$ cat config.mk
export PLATFORM = sky130hd
export DESIGN_NAME = wec_device_flat
export DESIGN_NICKNAME = d
export VERILOG_FILES = /design/src/wec_pkg.sv /design/src/wec_if.sv /design/src/wec_device.sv /design/src/wec_pulse_timer.sv /design/src/flat_wrapper.sv
export SDC_FILE = /design/constraint.sdc
export NUM_CORES = 1
export LEC_CHECK = 0
export ABC_AREA = 0
export BUFFER_PORTS_ARGS = -buffer_cell sky130_fd_sc_hd__buf_2
export CAP_MARGIN = 20
export CORE_ASPECT_RATIO = 1.2
export CORE_MARGIN = 2
export CORE_UTILIZATION = 45
export DETAILED_ROUTE_END_ITERATION = 6
export HOLD_SLACK_MARGIN = 0.08
export PLACE_DENSITY = 0.78
export SLEW_MARGIN = 20
export SYNTH_ARGS = -nofsm -noshare
export SYNTH_HDL_FRONTEND = slang
export SYNTH_SLANG_ARGS = --single-unit
export TNS_END_PERCENT = 10
$ cat constraint.sdc
create_clock -name clk_i -period 3.4 [get_ports clk_i]
set_input_delay 0.34 -clock clk_i [delete_from_list [all_inputs] [get_ports clk_i]]
set_output_delay 0.34 -clock clk_i [all_outputs]
set_load 0.02 [all_outputs]
$ cat src/wec_pkg.sv
// Constants shared by both ends of the wake event indication link.
// Assumes a 50 MHz core clock common to host and device.
package wec_pkg;
	// ---------------------------------------------------------------
	// Device register offsets
	// ---------------------------------------------------------------
	localparam logic [7:0] BYTE_TEST_OFS = 8'h64;
	localparam logic [7:0] CONFIG_OFS = 8'h74;
	localparam logic [7:0] POWER_CTRL_OFS = 8'h84;
	localparam logic [31:0] BYTE_TEST_VAL = 32'h87654321;
	localparam logic [31:0] CONFIG_VAL = 32'h00000000;
	// ---------------------------------------------------------------
	// Power management control fields
	// ---------------------------------------------------------------
	localparam int READY_BIT = 0;
	localparam int EVT_EN_BIT = 1;
	localparam int EVT_POL_BIT = 2;
	localparam int PULSE_SEL_BIT = 3;
	localparam int STATUS_LSB = 4;
	localparam int BUF_KIND_BIT = 6;
	localparam int ENERGY_EN_BIT = 8;
	localparam int LAN_EN_BIT = 9;
	localparam logic [1:0] STATUS_NONE = 2'h0;
	localparam logic [1:0] STATUS_ENERGY = 2'h1;
	localparam logic [1:0] STATUS_FRAME = 2'h2;
	localparam logic CTRL_BIT_RST = 1'h0;
	// ---------------------------------------------------------------
	// Timing
	// ---------------------------------------------------------------
	localparam int CLK_HZ = 50000000;
	localparam int PULSE_MS = 50;
	localparam int PULSE_CYCLES = PULSE_MS * (CLK_HZ / 1000);
	localparam int STABLE_NS = 2000;
	localparam int STABLE_CYCLES =
		(STABLE_NS * (CLK_HZ / 1000000) + 999) / 1000;
	// ---------------------------------------------------------------
	// Host controller Wishbone offsets
	// ---------------------------------------------------------------
	localparam logic [7:0] WB_CMD_OFS = 8'h00;
	localparam logic [7:0] WB_WDATA_OFS = 8'h04;
	localparam logic [7:0] WB_RDATA_OFS = 8'h08;
	localparam logic [7:0] WB_STAT_OFS = 8'h0C;
	localparam int CMD_WRITE_BIT = 8;
endpackage

$ cat src/wec_if.sv
// SRAM-like register link between the host controller and the device.
// Both ends run on the same clock; the bench joins them.
`timescale 1ns/10ps
interface wec_if;
	logic req;
	logic we;
	logic [7:0] addr;
	logic [31:0] wdata;
	logic [31:0] rdata;
	logic ack;
	modport host (
		output req,
		output we,
		output addr,
		output wdata,
		input rdata,
		input ack
	);
	modport device (
		input req,
		input we,
		input addr,
		input wdata,
		output rdata,
		output ack
	);
endinterface

$ cat src/wec_device.sv
// Functional notes
// - Status 0 none, 1 energy, 2 frame
// - Both causes seen shows three
// - Status bits clear by writing one
// - Clears ignored unless ready and normal
// - Bit clears only when sources cleared
// - Pulse mode drives one 50 ms pulse
// - Static mode holds output active
// - Status clear or enable clear deasserts
// - Polarity bit selects output active level
// - Open-drain ignores polarity, active low
// - Output driven only while enabled
// - Enable leaves internal interrupt alone
// - Ready flag sets after stabilising
// - Control register readable in every mode
// - Host avoids other addresses before ready
// - Before ready, only two registers read
// - Host soft-resets only after ready
// - Mode zero is the normal state
// - Buffer bit: clear open-drain, set push-pull
// - Byte test write wakes the device
// - Enabled wake source raises interrupt
//
// Device end: power management control register and event output.
// Assumes the event sources arrive asynchronously from the pins.
`timescale 1ns/10ps
module wec_device #(
	parameter int PULSE_CYCLES = wec_pkg::PULSE_CYCLES
) (
	input wire logic clk_i,
	input wire logic rst_i,
	wec_if.device bus,
	input wire logic energy_src_i,
	input wire logic lan_src_i,
	input wire logic low_power_i,
	output logic power_event_output_o,
	output logic power_event_oe_n_o,
	output logic power_event_interrupt_o,
	output logic wake_request_o
);
	import wec_pkg::*;

	// ---------------------------------------------------------------
	// Declarations
	// ---------------------------------------------------------------
	localparam int SW = $clog2(STABLE_CYCLES + 1);
	localparam logic [SW-1:0] STABLE_LAST = SW'(STABLE_CYCLES - 1);

	logic [1:0] src_meta_reg;
	logic [1:0] src_sync_reg;
	logic [1:0] src_prev_reg;
	logic [1:0] event_hit;

	logic evt_en_reg, evt_en_next;
	logic pol_reg, pol_next;
	logic pulse_sel_reg, pulse_sel_next;
	logic buf_kind_reg, buf_kind_next;
	logic energy_wake_enable_reg, energy_wake_enable_next;
	logic lan_wake_enable_reg, lan_wake_enable_next;
	logic [1:0] status_reg, status_next;
	logic [1:0] status_clr;

	logic ready_reg, ready_next;
	logic [SW-1:0] stab_reg, stab_next;

	logic ack_reg, ack_next;
	logic [31:0] rdata_reg, rdata_next;
	logic take;
	logic pmt_wr;
	logic wake_reg, wake_next;

	logic pulse_start;
	logic pulse_cancel;
	logic pulse_busy;
	logic active;
	logic out_reg, out_next;
	logic oe_n_reg, oe_n_next;
	logic irq_reg, irq_next;

	// ---------------------------------------------------------------
	// Source synchronisers and edge detect
	// ---------------------------------------------------------------
	always_ff @(posedge clk_i) begin
		if (rst_i) begin
			src_meta_reg <= 2'h0;
			src_sync_reg <= 2'h0;
			src_prev_reg <= 2'h0;
		end else begin
			src_meta_reg <= {lan_src_i, energy_src_i};
			src_sync_reg <= src_meta_reg;
			src_prev_reg <= src_sync_reg;
		end
	end

	// Only enabled sources count as wake events.
	assign event_hit = src_sync_reg & ~src_prev_reg
		& {lan_wake_enable_reg, energy_wake_enable_reg};

	// ---------------------------------------------------------------
	// Bus slave
	// ---------------------------------------------------------------
	assign take = bus.req && !ack_reg;
	assign pmt_wr = take && bus.we && (bus.addr == POWER_CTRL_OFS);

	always_comb begin
		ack_next = take;
		rdata_next = rdata_reg;
		wake_next = 1'b0;
		if (take && !bus.we) begin
			case (bus.addr)
				POWER_CTRL_OFS: begin
					rdata_next = 32'h00000000;
					rdata_next[LAN_EN_BIT] = lan_wake_enable_reg;
					rdata_next[ENERGY_EN_BIT] = energy_wake_enable_reg;
					rdata_next[BUF_KIND_BIT] = buf_kind_reg;
					rdata_next[STATUS_LSB+1:STATUS_LSB] = status_reg;
					rdata_next[PULSE_SEL_BIT] = pulse_sel_reg;
					rdata_next[EVT_POL_BIT] = pol_reg;
					rdata_next[EVT_EN_BIT] = evt_en_reg;
					rdata_next[READY_BIT] = ready_reg;
				end
				CONFIG_OFS: begin
					rdata_next = CONFIG_VAL;
				end
				BYTE_TEST_OFS: begin
					rdata_next = BYTE_TEST_VAL;
				end
				default: begin
					rdata_next = 32'h00000000;
				end
			endcase
		end
		if (take && bus.we && bus.addr == BYTE_TEST_OFS
			&& low_power_i) begin
			wake_next = 1'b1;
		end
	end

	// ---------------------------------------------------------------
	// Control register
	// ---------------------------------------------------------------
	always_comb begin
		evt_en_next = evt_en_reg;
		pol_next = pol_reg;
		pulse_sel_next = pulse_sel_reg;
		buf_kind_next = buf_kind_reg;
		energy_wake_enable_next = energy_wake_enable_reg;
		lan_wake_enable_next = lan_wake_enable_reg;
		status_clr = 2'h0;
		if (pmt_wr) begin
			evt_en_next = bus.wdata[EVT_EN_BIT];
			pol_next = bus.wdata[EVT_POL_BIT];
			pulse_sel_next = bus.wdata[PULSE_SEL_BIT];
			buf_kind_next = bus.wdata[BUF_KIND_BIT];
			energy_wake_enable_next = bus.wdata[ENERGY_EN_BIT];
			lan_wake_enable_next = bus.wdata[LAN_EN_BIT];
			if (ready_reg && !low_power_i) begin
				status_clr = bus.wdata[STATUS_LSB+1:STATUS_LSB]
					& ~src_sync_reg;
			end
		end
		// A new event in the clearing cycle wins over the clear.
		status_next = (status_reg & ~status_clr)
			| event_hit;
	end

	// ---------------------------------------------------------------
	// Ready flag
	// ---------------------------------------------------------------
	always_comb begin
		ready_next = ready_reg;
		stab_next = stab_reg;
		if (low_power_i) begin
			ready_next = 1'b0;
			stab_next = '0;
		end else if (!ready_reg) begin
			if (stab_reg == STABLE_LAST) begin
				ready_next = 1'b1;
			end
			stab_next = stab_reg + SW'(1);
		end
	end

	// ---------------------------------------------------------------
	// Event output
	// ---------------------------------------------------------------
	assign pulse_start = pulse_sel_reg && evt_en_reg
		&& (event_hit != 2'h0);
	assign pulse_cancel = !evt_en_reg
		|| (status_reg != STATUS_NONE
		&& status_next == STATUS_NONE);

	wec_pulse_timer #(
		.COUNT(PULSE_CYCLES)
	) i_wec_pulse_timer (
		.clk_i(clk_i),
		.rst_i(rst_i),
		.start_i(pulse_start),
		.cancel_i(pulse_cancel),
		.busy_o(pulse_busy)
	);

	always_comb begin
		if (pulse_sel_reg) begin
			active = pulse_busy;
		end else begin
			active = evt_en_reg && status_reg != STATUS_NONE;
		end
		if (!buf_kind_reg) begin
			out_next = 1'b0;
			oe_n_next = !(active && evt_en_reg);
		end else begin
			out_next = pol_reg ? active : !active;
			oe_n_next = !evt_en_reg;
		end
		// The interrupt ignores the output enable.
		irq_next = status_next != STATUS_NONE;
	end

	// ---------------------------------------------------------------
	// Registers
	// ---------------------------------------------------------------
	always_ff @(posedge clk_i) begin
		if (rst_i) begin
			evt_en_reg <= CTRL_BIT_RST;
			pol_reg <= CTRL_BIT_RST;
			pulse_sel_reg <= CTRL_BIT_RST;
			buf_kind_reg <= CTRL_BIT_RST;
			energy_wake_enable_reg <= CTRL_BIT_RST;
			lan_wake_enable_reg <= CTRL_BIT_RST;
			status_reg <= STATUS_NONE;
			ready_reg <= 1'b0;
			stab_reg <= '0;
			ack_reg <= 1'b0;
			rdata_reg <= 32'h00000000;
			wake_reg <= 1'b0;
			out_reg <= 1'b0;
			oe_n_reg <= 1'b1;
			irq_reg <= 1'b0;
		end else begin
			evt_en_reg <= evt_en_next;
			pol_reg <= pol_next;
			pulse_sel_reg <= pulse_sel_next;
			buf_kind_reg <= buf_kind_next;
			energy_wake_enable_reg <= energy_wake_enable_next;
			lan_wake_enable_reg <= lan_wake_enable_next;
			status_reg <= status_next;
			ready_reg <= ready_next;
			stab_reg <= stab_next;
			ack_reg <= ack_next;
			rdata_reg <= rdata_next;
			wake_reg <= wake_next;
			out_reg <= out_next;
			oe_n_reg <= oe_n_next;
			irq_reg <= irq_next;
		end
	end

	assign bus.ack = ack_reg;
	assign bus.rdata = rdata_reg;
	assign power_event_output_o = out_reg;
	assign power_event_oe_n_o = oe_n_reg;
	assign power_event_interrupt_o = irq_reg;
	assign wake_request_o = wake_reg;
endmodule // wec_device

$ cat src/wec_pulse_timer.sv
// One-shot timer that stays busy for COUNT cycles after a start.
// Assumes start and cancel come from logic on the same clock.
`timescale 1ns/10ps
module wec_pulse_timer #(
	parameter int COUNT = 16
) (
	input wire logic clk_i,
	input wire logic rst_i,
	input wire logic start_i,
	input wire logic cancel_i,
	output logic busy_o
);
	localparam int W = $clog2(COUNT + 1);
	localparam logic [W-1:0] LAST = W'(COUNT - 1);
	logic [W-1:0] cnt_reg;
	logic [W-1:0] cnt_next;
	logic busy_reg;
	logic busy_next;

	always_comb begin
		cnt_next = cnt_reg;
		busy_next = busy_reg;
		if (cancel_i) begin
			busy_next = 1'b0;
			cnt_next = '0;
		end else if (start_i && !busy_reg) begin
			busy_next = 1'b1;
			cnt_next = '0;
		end else if (busy_reg) begin
			if (cnt_reg == LAST) begin
				busy_next = 1'b0;
			end
			cnt_next = cnt_reg + W'(1);
		end
	end

	always_ff @(posedge clk_i) begin
		if (rst_i) begin
			cnt_reg <= '0;
			busy_reg <= 1'b0;
		end else begin
			cnt_reg <= cnt_next;
			busy_reg <= busy_next;
		end
	end

	assign busy_o = busy_reg;
endmodule // wec_pulse_timer
$ cat src/flat_wrapper.sv
// flat-port wrapper written by rule: the top's interface ports become plain ports
module wec_device_flat import wec_pkg::*;
#(
	parameter int PULSE_CYCLES = wec_pkg::PULSE_CYCLES
)
  (clk_i, rst_i, energy_src_i, lan_src_i, low_power_i, power_event_output_o, power_event_oe_n_o, power_event_interrupt_o, wake_request_o, bus_req, bus_we, bus_addr, bus_wdata, bus_rdata, bus_ack);
  wec_if bus_i ();
  input wire logic clk_i;
  input wire logic rst_i;
  input wire logic energy_src_i;
  input wire logic lan_src_i;
  input wire logic low_power_i;
  output logic power_event_output_o;
  output logic power_event_oe_n_o;
  output logic power_event_interrupt_o;
  output logic wake_request_o;
  input wire logic [$bits(bus_i.req)-1:0] bus_req;
  input wire logic [$bits(bus_i.we)-1:0] bus_we;
  input wire logic [$bits(bus_i.addr)-1:0] bus_addr;
  input wire logic [$bits(bus_i.wdata)-1:0] bus_wdata;
  output wire logic [$bits(bus_i.rdata)-1:0] bus_rdata;
  output wire logic [$bits(bus_i.ack)-1:0] bus_ack;
  assign bus_i.req = bus_req;
  assign bus_i.we = bus_we;
  assign bus_i.addr = bus_addr;
  assign bus_i.wdata = bus_wdata;
  assign bus_rdata = bus_i.rdata;
  assign bus_ack = bus_i.ack;
  wec_device #(.PULSE_CYCLES(PULSE_CYCLES)) u_core (.clk_i(clk_i), .rst_i(rst_i), .bus(bus_i), .energy_src_i(energy_src_i), .lan_src_i(lan_src_i), .low_power_i(low_power_i), .power_event_output_o(power_event_output_o), .power_event_oe_n_o(power_event_oe_n_o), .power_event_interrupt_o(power_event_interrupt_o), .wake_request_o(wake_request_o));
endmodule
After elaboration in Yosys (flattened, before gate mapping)
Index checks and enable logic that the tools add are counted.
W data, S select, Z words.
Word-level totals
  flip-flop bits (word level): 82
  bits of input ports: 47
  output and inout bits: 37
  word-level logic and storage cells: 76
Operators by class
  add/subtract/negate cells: 2
  eq/ne operators: 4
  mux-type cells: 12
  bitwise operators: 9
  reduce and logical (&&, ||, !) cells: 29
Operator list (number)
  $pmux W32 S2: 1
  $add A22 B1 Y22 const B: 1
  $eq A22 B22 Y1 const B: 1
  $logic_and A1 B1 Y1: 13
  $mux W1: 9
  $and A2 B2 Y2: 4
  $eq A8 B7 Y1 const B: 1
  $eq A8 B8 Y1 const B: 1
  $add A7 B1 Y7 const B: 1
  $eq A7 B7 Y1 const B: 1
  $logic_not A1 Y1: 7
  $not A2 Y2: 3
  $reduce_bool A2 Y1: 3
  $reduce_or A2 Y1: 3
  $mux W2: 2
  $reduce_or A3 Y1: 1
  $logic_not A2 Y1: 1
  $or A2 B2 Y2: 1
  $logic_or A1 B1 Y1: 1
  $not A1 Y1: 1

Longest topological paths before layout
  depth after elaboration: 12
  depth in mapped cells: 6
  gate-level depth less buffers: 5

Cells and area by module
From an unflattened synthesis, not the netlist that was laid out.
Unflattened totals
  cells, all modules: 301
  area total of the unflattened synthesis: 2712.6 um^2
By module, submodules not included
  wec_device: instances 1, cells each 176, area an instance 1647.8 um^2, seq. area each 740.7 um^2
  wec_pulse_timer: instances 1, cells each 125, area an instance 1064.8 um^2, seq. area each 460.4 um^2

Worst setup path before layout
Ideal clock, no wire load.
  kind: register to register
  start point: register u_core.i_wec_pulse_timer.cnt_reg[0]
  end point: register u_core.i_wec_pulse_timer.cnt_reg[20]
  setup time: 80 ps
  data arrival time: 1622 ps
  required time: 3320 ps
  path slack: 1698 ps
  stages on the path, launching flop included: 7
  buffers on the path: 1
  period minus slack after synthesis: 1702 ps
  cell sequence: dfxtp_1 ha_1 and4_1 buf_4 nand2_2 or4_1 a211oi_2
Between the ends
  cells in the longest elaborated chain, start to end: 1
Ends and longest elaborated chain
  start, declared: RTL line wec_pulse_timer.sv:15  | logic [W-1:0] cnt_reg;
  start signal, assigned: RTL line wec_pulse_timer.sv:42  | cnt_reg <= cnt_next;
  $add A22 B1 Y22: RTL line wec_pulse_timer.sv:33  | cnt_next = cnt_reg + W'(1);
Every way passes these cells.
A chain may end at the register's enable or synchronous reset.

Worst setup path after layout
  start point: register u_core.ready_reg
  end point: register u_core.i_wec_pulse_timer.cnt_reg[16]
Between the ends
  cells in the longest elaborated chain, start to end: 10
Ends and longest elaborated chain
  start, declared: RTL line wec_device.sv:63  | logic ready_reg, ready_next;
  start signal, assigned: RTL line wec_device.sv:248  | ready_reg <= ready_next;
  $logic_and A1 B1 Y1: RTL line wec_device.sv:157  | if (ready_reg && !low_power_i) begin
  $mux W2: RTL line wec_device.sv:157
  $mux W2: RTL line wec_device.sv:150  | if (pmt_wr) begin
  $not A2 Y2: RTL line wec_device.sv:163  | status_next = (status_reg & ~status_clr)
  $and A2 B2 Y2: RTL line wec_device.sv:163
  $or A2 B2 Y2: RTL line wec_device.sv:164  | | event_hit;
  $logic_not A2 Y1: RTL line wec_device.sv:191  | && status_next == STATUS_NONE);
  $logic_and A1 B1 Y1: RTL line wec_device.sv:191
  $logic_or A1 B1 Y1: RTL line wec_device.sv:190  | || (status_reg != STATUS_NONE
  $reduce_or A3 Y1 (no source line)
Every way passes these cells.

==> metrics.md <==
| Metric | Value |
|---|---|
| Max-Slew Margin vs Limit | `0.294` |
| Routed WL | `5730 um` |
| Post-synth EDFFs | `0` |
| Clock transition at the registers of the reported paths | `0.07 ns` |
| Synth area leader | `dfxtp_1` |
| Max FFs per register | `22` |
| Clock root buffer | `clkbuf_8` |
| Post-Place Worst Slack | `1.32 ns` |
| Post-DP HPWL | `4060 um` |
| Sink Count | `60` |
| Most numerous cell in the Yosys netlist | `dfxtp_1` |
| CP Buf/Inv Count | `1` |
| Max Cap Violations | `0` |
| Chip height | `92.6 um` |
| Final Skew | `0.00622 ns` |
| Synthesized area per cell | `9.35 um^2` |
| Post-layout util | `0.518` |
| Unique masters post-synth | `52` |
| Syn Inst Count | `315` |
| Largest net degree at the start of global routing | `32` |
| Main combinational cell family by area after synthesis | `simple AND/OR/NAND/NOR gates` |
| Gpl congestion | `0.804` |
| Clock share of power | `0.495` |
| Seq pwr share | `0.460` |
| Routed Antenna Nets | `0` |
| CTS Hold Bufs | `0` |
| Initial Utilization | `0.463` |
| Resized cells post-CTS | `0` |
| Worst-path cell chain | `nor4bb_1 -> nand4_2 -> a221oi_4 -> buf_4 -> a211oi_1` |
| Gr ovfl total | `0` |
| Die Width | `77.9 um` |
| Sw Ratio | `0.216` |
| Final setup vio count | `0` |
| Core Area | `0.00637 mm^2` |
| Largest cells by area after synthesis | `dfxtp_1 41%, buf_4 6.9%, nor3_2 4.1%, nand3_1 3.9%, nand2_1 3.4%` |
| Run status | `completed` |
| Setup TNS | `0 ns` |
| TritonCTS clock tree | `built` |
| Combinational group share of total power | `0.044` |
| Top FF cell, synth | `dfxtp_1` |
| Final hold slack | `0.211 ns` |
| Total track usage | `0.167` |
| DRC viols | `0` |
| Yosys reg bits | `60` |
| Layout Cell Area excl Fill | `0.00330 mm^2` |
| Slowest cell delay on critical path | `0.53 ns` |
| F_max | `499 MHz` |
| Leak | `1.16 nW` |
| Max Fanout on Critical Path | `23` |
| Via count | `2303` |
| Global-route wire length before repair | `9650 um` |
| Most frequent cells after synthesis | `60 x dfxtp_1, 27 x buf_4, 27 x nand2_1` |
| Row count | `32` |
| RSZ-0062 raised after global routing | `false` |
| 1st-iter DRT viols | `98` |
| CP endpoint kind | `register` |
| Crit path required time | `3.58 ns` |
| Cell Int Power | `1.22 mW` |
| WS Path Type | `reg2reg` |
| Share of the synthesized area in the top cell type | `0.408` |
| Total Power | `1.55 mW` |
| Worst-skew pair later-pin latency | `0.34 ns` |
| Fin crit share | `0.589` |
| Critical Path Start Type | `register` |
| Share of layout cells above drive strength 1 | `0.257` |
| Multiplexer area fraction after synthesis | `0.00679` |
| Non-Filler Instances | `435` |
| CTS max path bufs | `2` |
| Synth Area in Compound Gates | `0.119` |
| Simple-Gate Fraction of Synth Area | `0.309` |
| Avg Vias per Cell | `5.29` |
| CP max stage cell | `dfxtp_1` |
| Syn-to-layout area delta | `11.9%` |
| Adder-cell area share of the yosys netlist | `0.00849` |
| Max VDD drop | `0.347 mV` |
| # IOs | `84` |
| Synth warn | `0` |
| H-tree levels | `3` |
| Seq/Total Area, Yosys | `0.408` |
| Worst EP arrival | `2.18 ns` |
| DR WL/cell | `13.2 um` |
| Final min period | `2.00 ns` |
| Nets | `394` |
| Dpl cell area | `0.00306 mm^2` |
| Top cell family by delay on the critical path | `flip-flops` |
| Die area | `0.00721 mm^2` |
| Initial antenna violation count | `0` |
| Asr flop ratio synth | `0` |
| Number of max-slew violations in the final report | `0` |
| Post-Synthesis Cell Area | `0.00295 mm^2` |
| Min-Delay Path Class | `in2reg` |
| Synth Area in XOR/XNOR | `0.0505` |
| PwrDens | `471 mW/mm^2` |
| Ant diodes | `0` |
| Slew @ Worst Pin | `1.06 ns` |
| First-pass DRT Iterations | `4` |
| Final hold vios | `0` |
| Num CTS Buffers | `9` |
| Switch Pwr | `0.335 mW` |
| Post-CTS Setup Bufs | `0` |
| Final worst-path setup slack | `1.40 ns` |
| Placed cells | `419` |
| Port Buffers | `45` |
| Vias in the first global route | `2180` |
worst register-to-register path, stage by stage (launching register included):
cell      delay [ns]
dfxtp_1         0.53
nor4bb_1        0.33
nand4_2         0.20
a221oi_4        0.32
buf_4           0.36
a211oi_1        0.10
cell families after synthesis:
| group | after synthesis |
|---|---|
| AOI/OAI and AO/OA | 49 |
| and+or+nand+nor | 141 |
| adders and majority gates | 2 |
| other | 1 |
| muxes | 2 |
| xor gates and xnor gates | 17 |
| DFF | 60 |
| buffers and inverters | 43 |
cell usage in the layout, fill, tap and decap left out, types with 6 or more instances in the layout:
| cell | instances |
|---|---|
| dfxtp_1 | 60 |
| buf_2 | 45 |
| nand2_1 | 27 |
| nand3_1 | 23 |
| a21oi_1 | 15 |
| nor2_1 | 15 |
| conb_1 | 14 |
| nor3_2 | 12 |
| xor2_1 | 10 |
| a211oi_1 | 10 |
| nand4_1 | 9 |
| o21ai_0 | 9 |
| clkbuf_8 | 9 |
| nor2b_1 | 7 |
| xnor2_1 | 7 |
| or3_1 | 6 |
metal layers:
metal,up-vias,wire length [um],global-route usage
met2,43,2940,0.282
met4,0,93,0.0893
met1,1085,2480,0.197
li1,1166,-,-
met5,-,0,0
met3,9,214,0.0351
layout make-up:
cell class / instances / area, um^2
clock buffer: 9 / 124
clock inverter: 7 / 115
fill: 575 / 3070
inverter: 3 / 11.3
sequential: 60 / 1200
multi-input combinational: 225 / 1510
timing repair buffer: 46 / 233
tap: 85 / 106
path summary, 6_finish.rpt:
check,slack (ns),end,depth (start not counted),start
worst max-delay path,1.40,u_core.i_wec_pulse_timer.cnt_reg[16],5,u_core.ready_reg
worst min-delay path,0.21,u_core.src_meta_reg[0],2,energy_src_i
worst max register to register,1.40,u_core.i_wec_pulse_timer.cnt_reg[16],5,u_core.ready_reg
worst min register to register,0.45,u_core.src_sync_reg[1],1,u_core.src_meta_reg[1]
power by group through the flow:
| stage | clock, mW | combinational, mW | sequential, mW |
|---|---|---|---|
| after floorplan | 0 | 0.0523 | 0.734 |
| after global placement | 0 | 0.0676 | 0.729 |
| after detailed placement | 0 | 0.0686 | 0.730 |
| after CTS | 0.784 | 0.0689 | 0.714 |
| after global routing | 0.815 | 0.0759 | 0.715 |
| final | 0.769 | 0.0688 | 0.714 |
No activity file was read; power rests on OpenSTA's default activity.
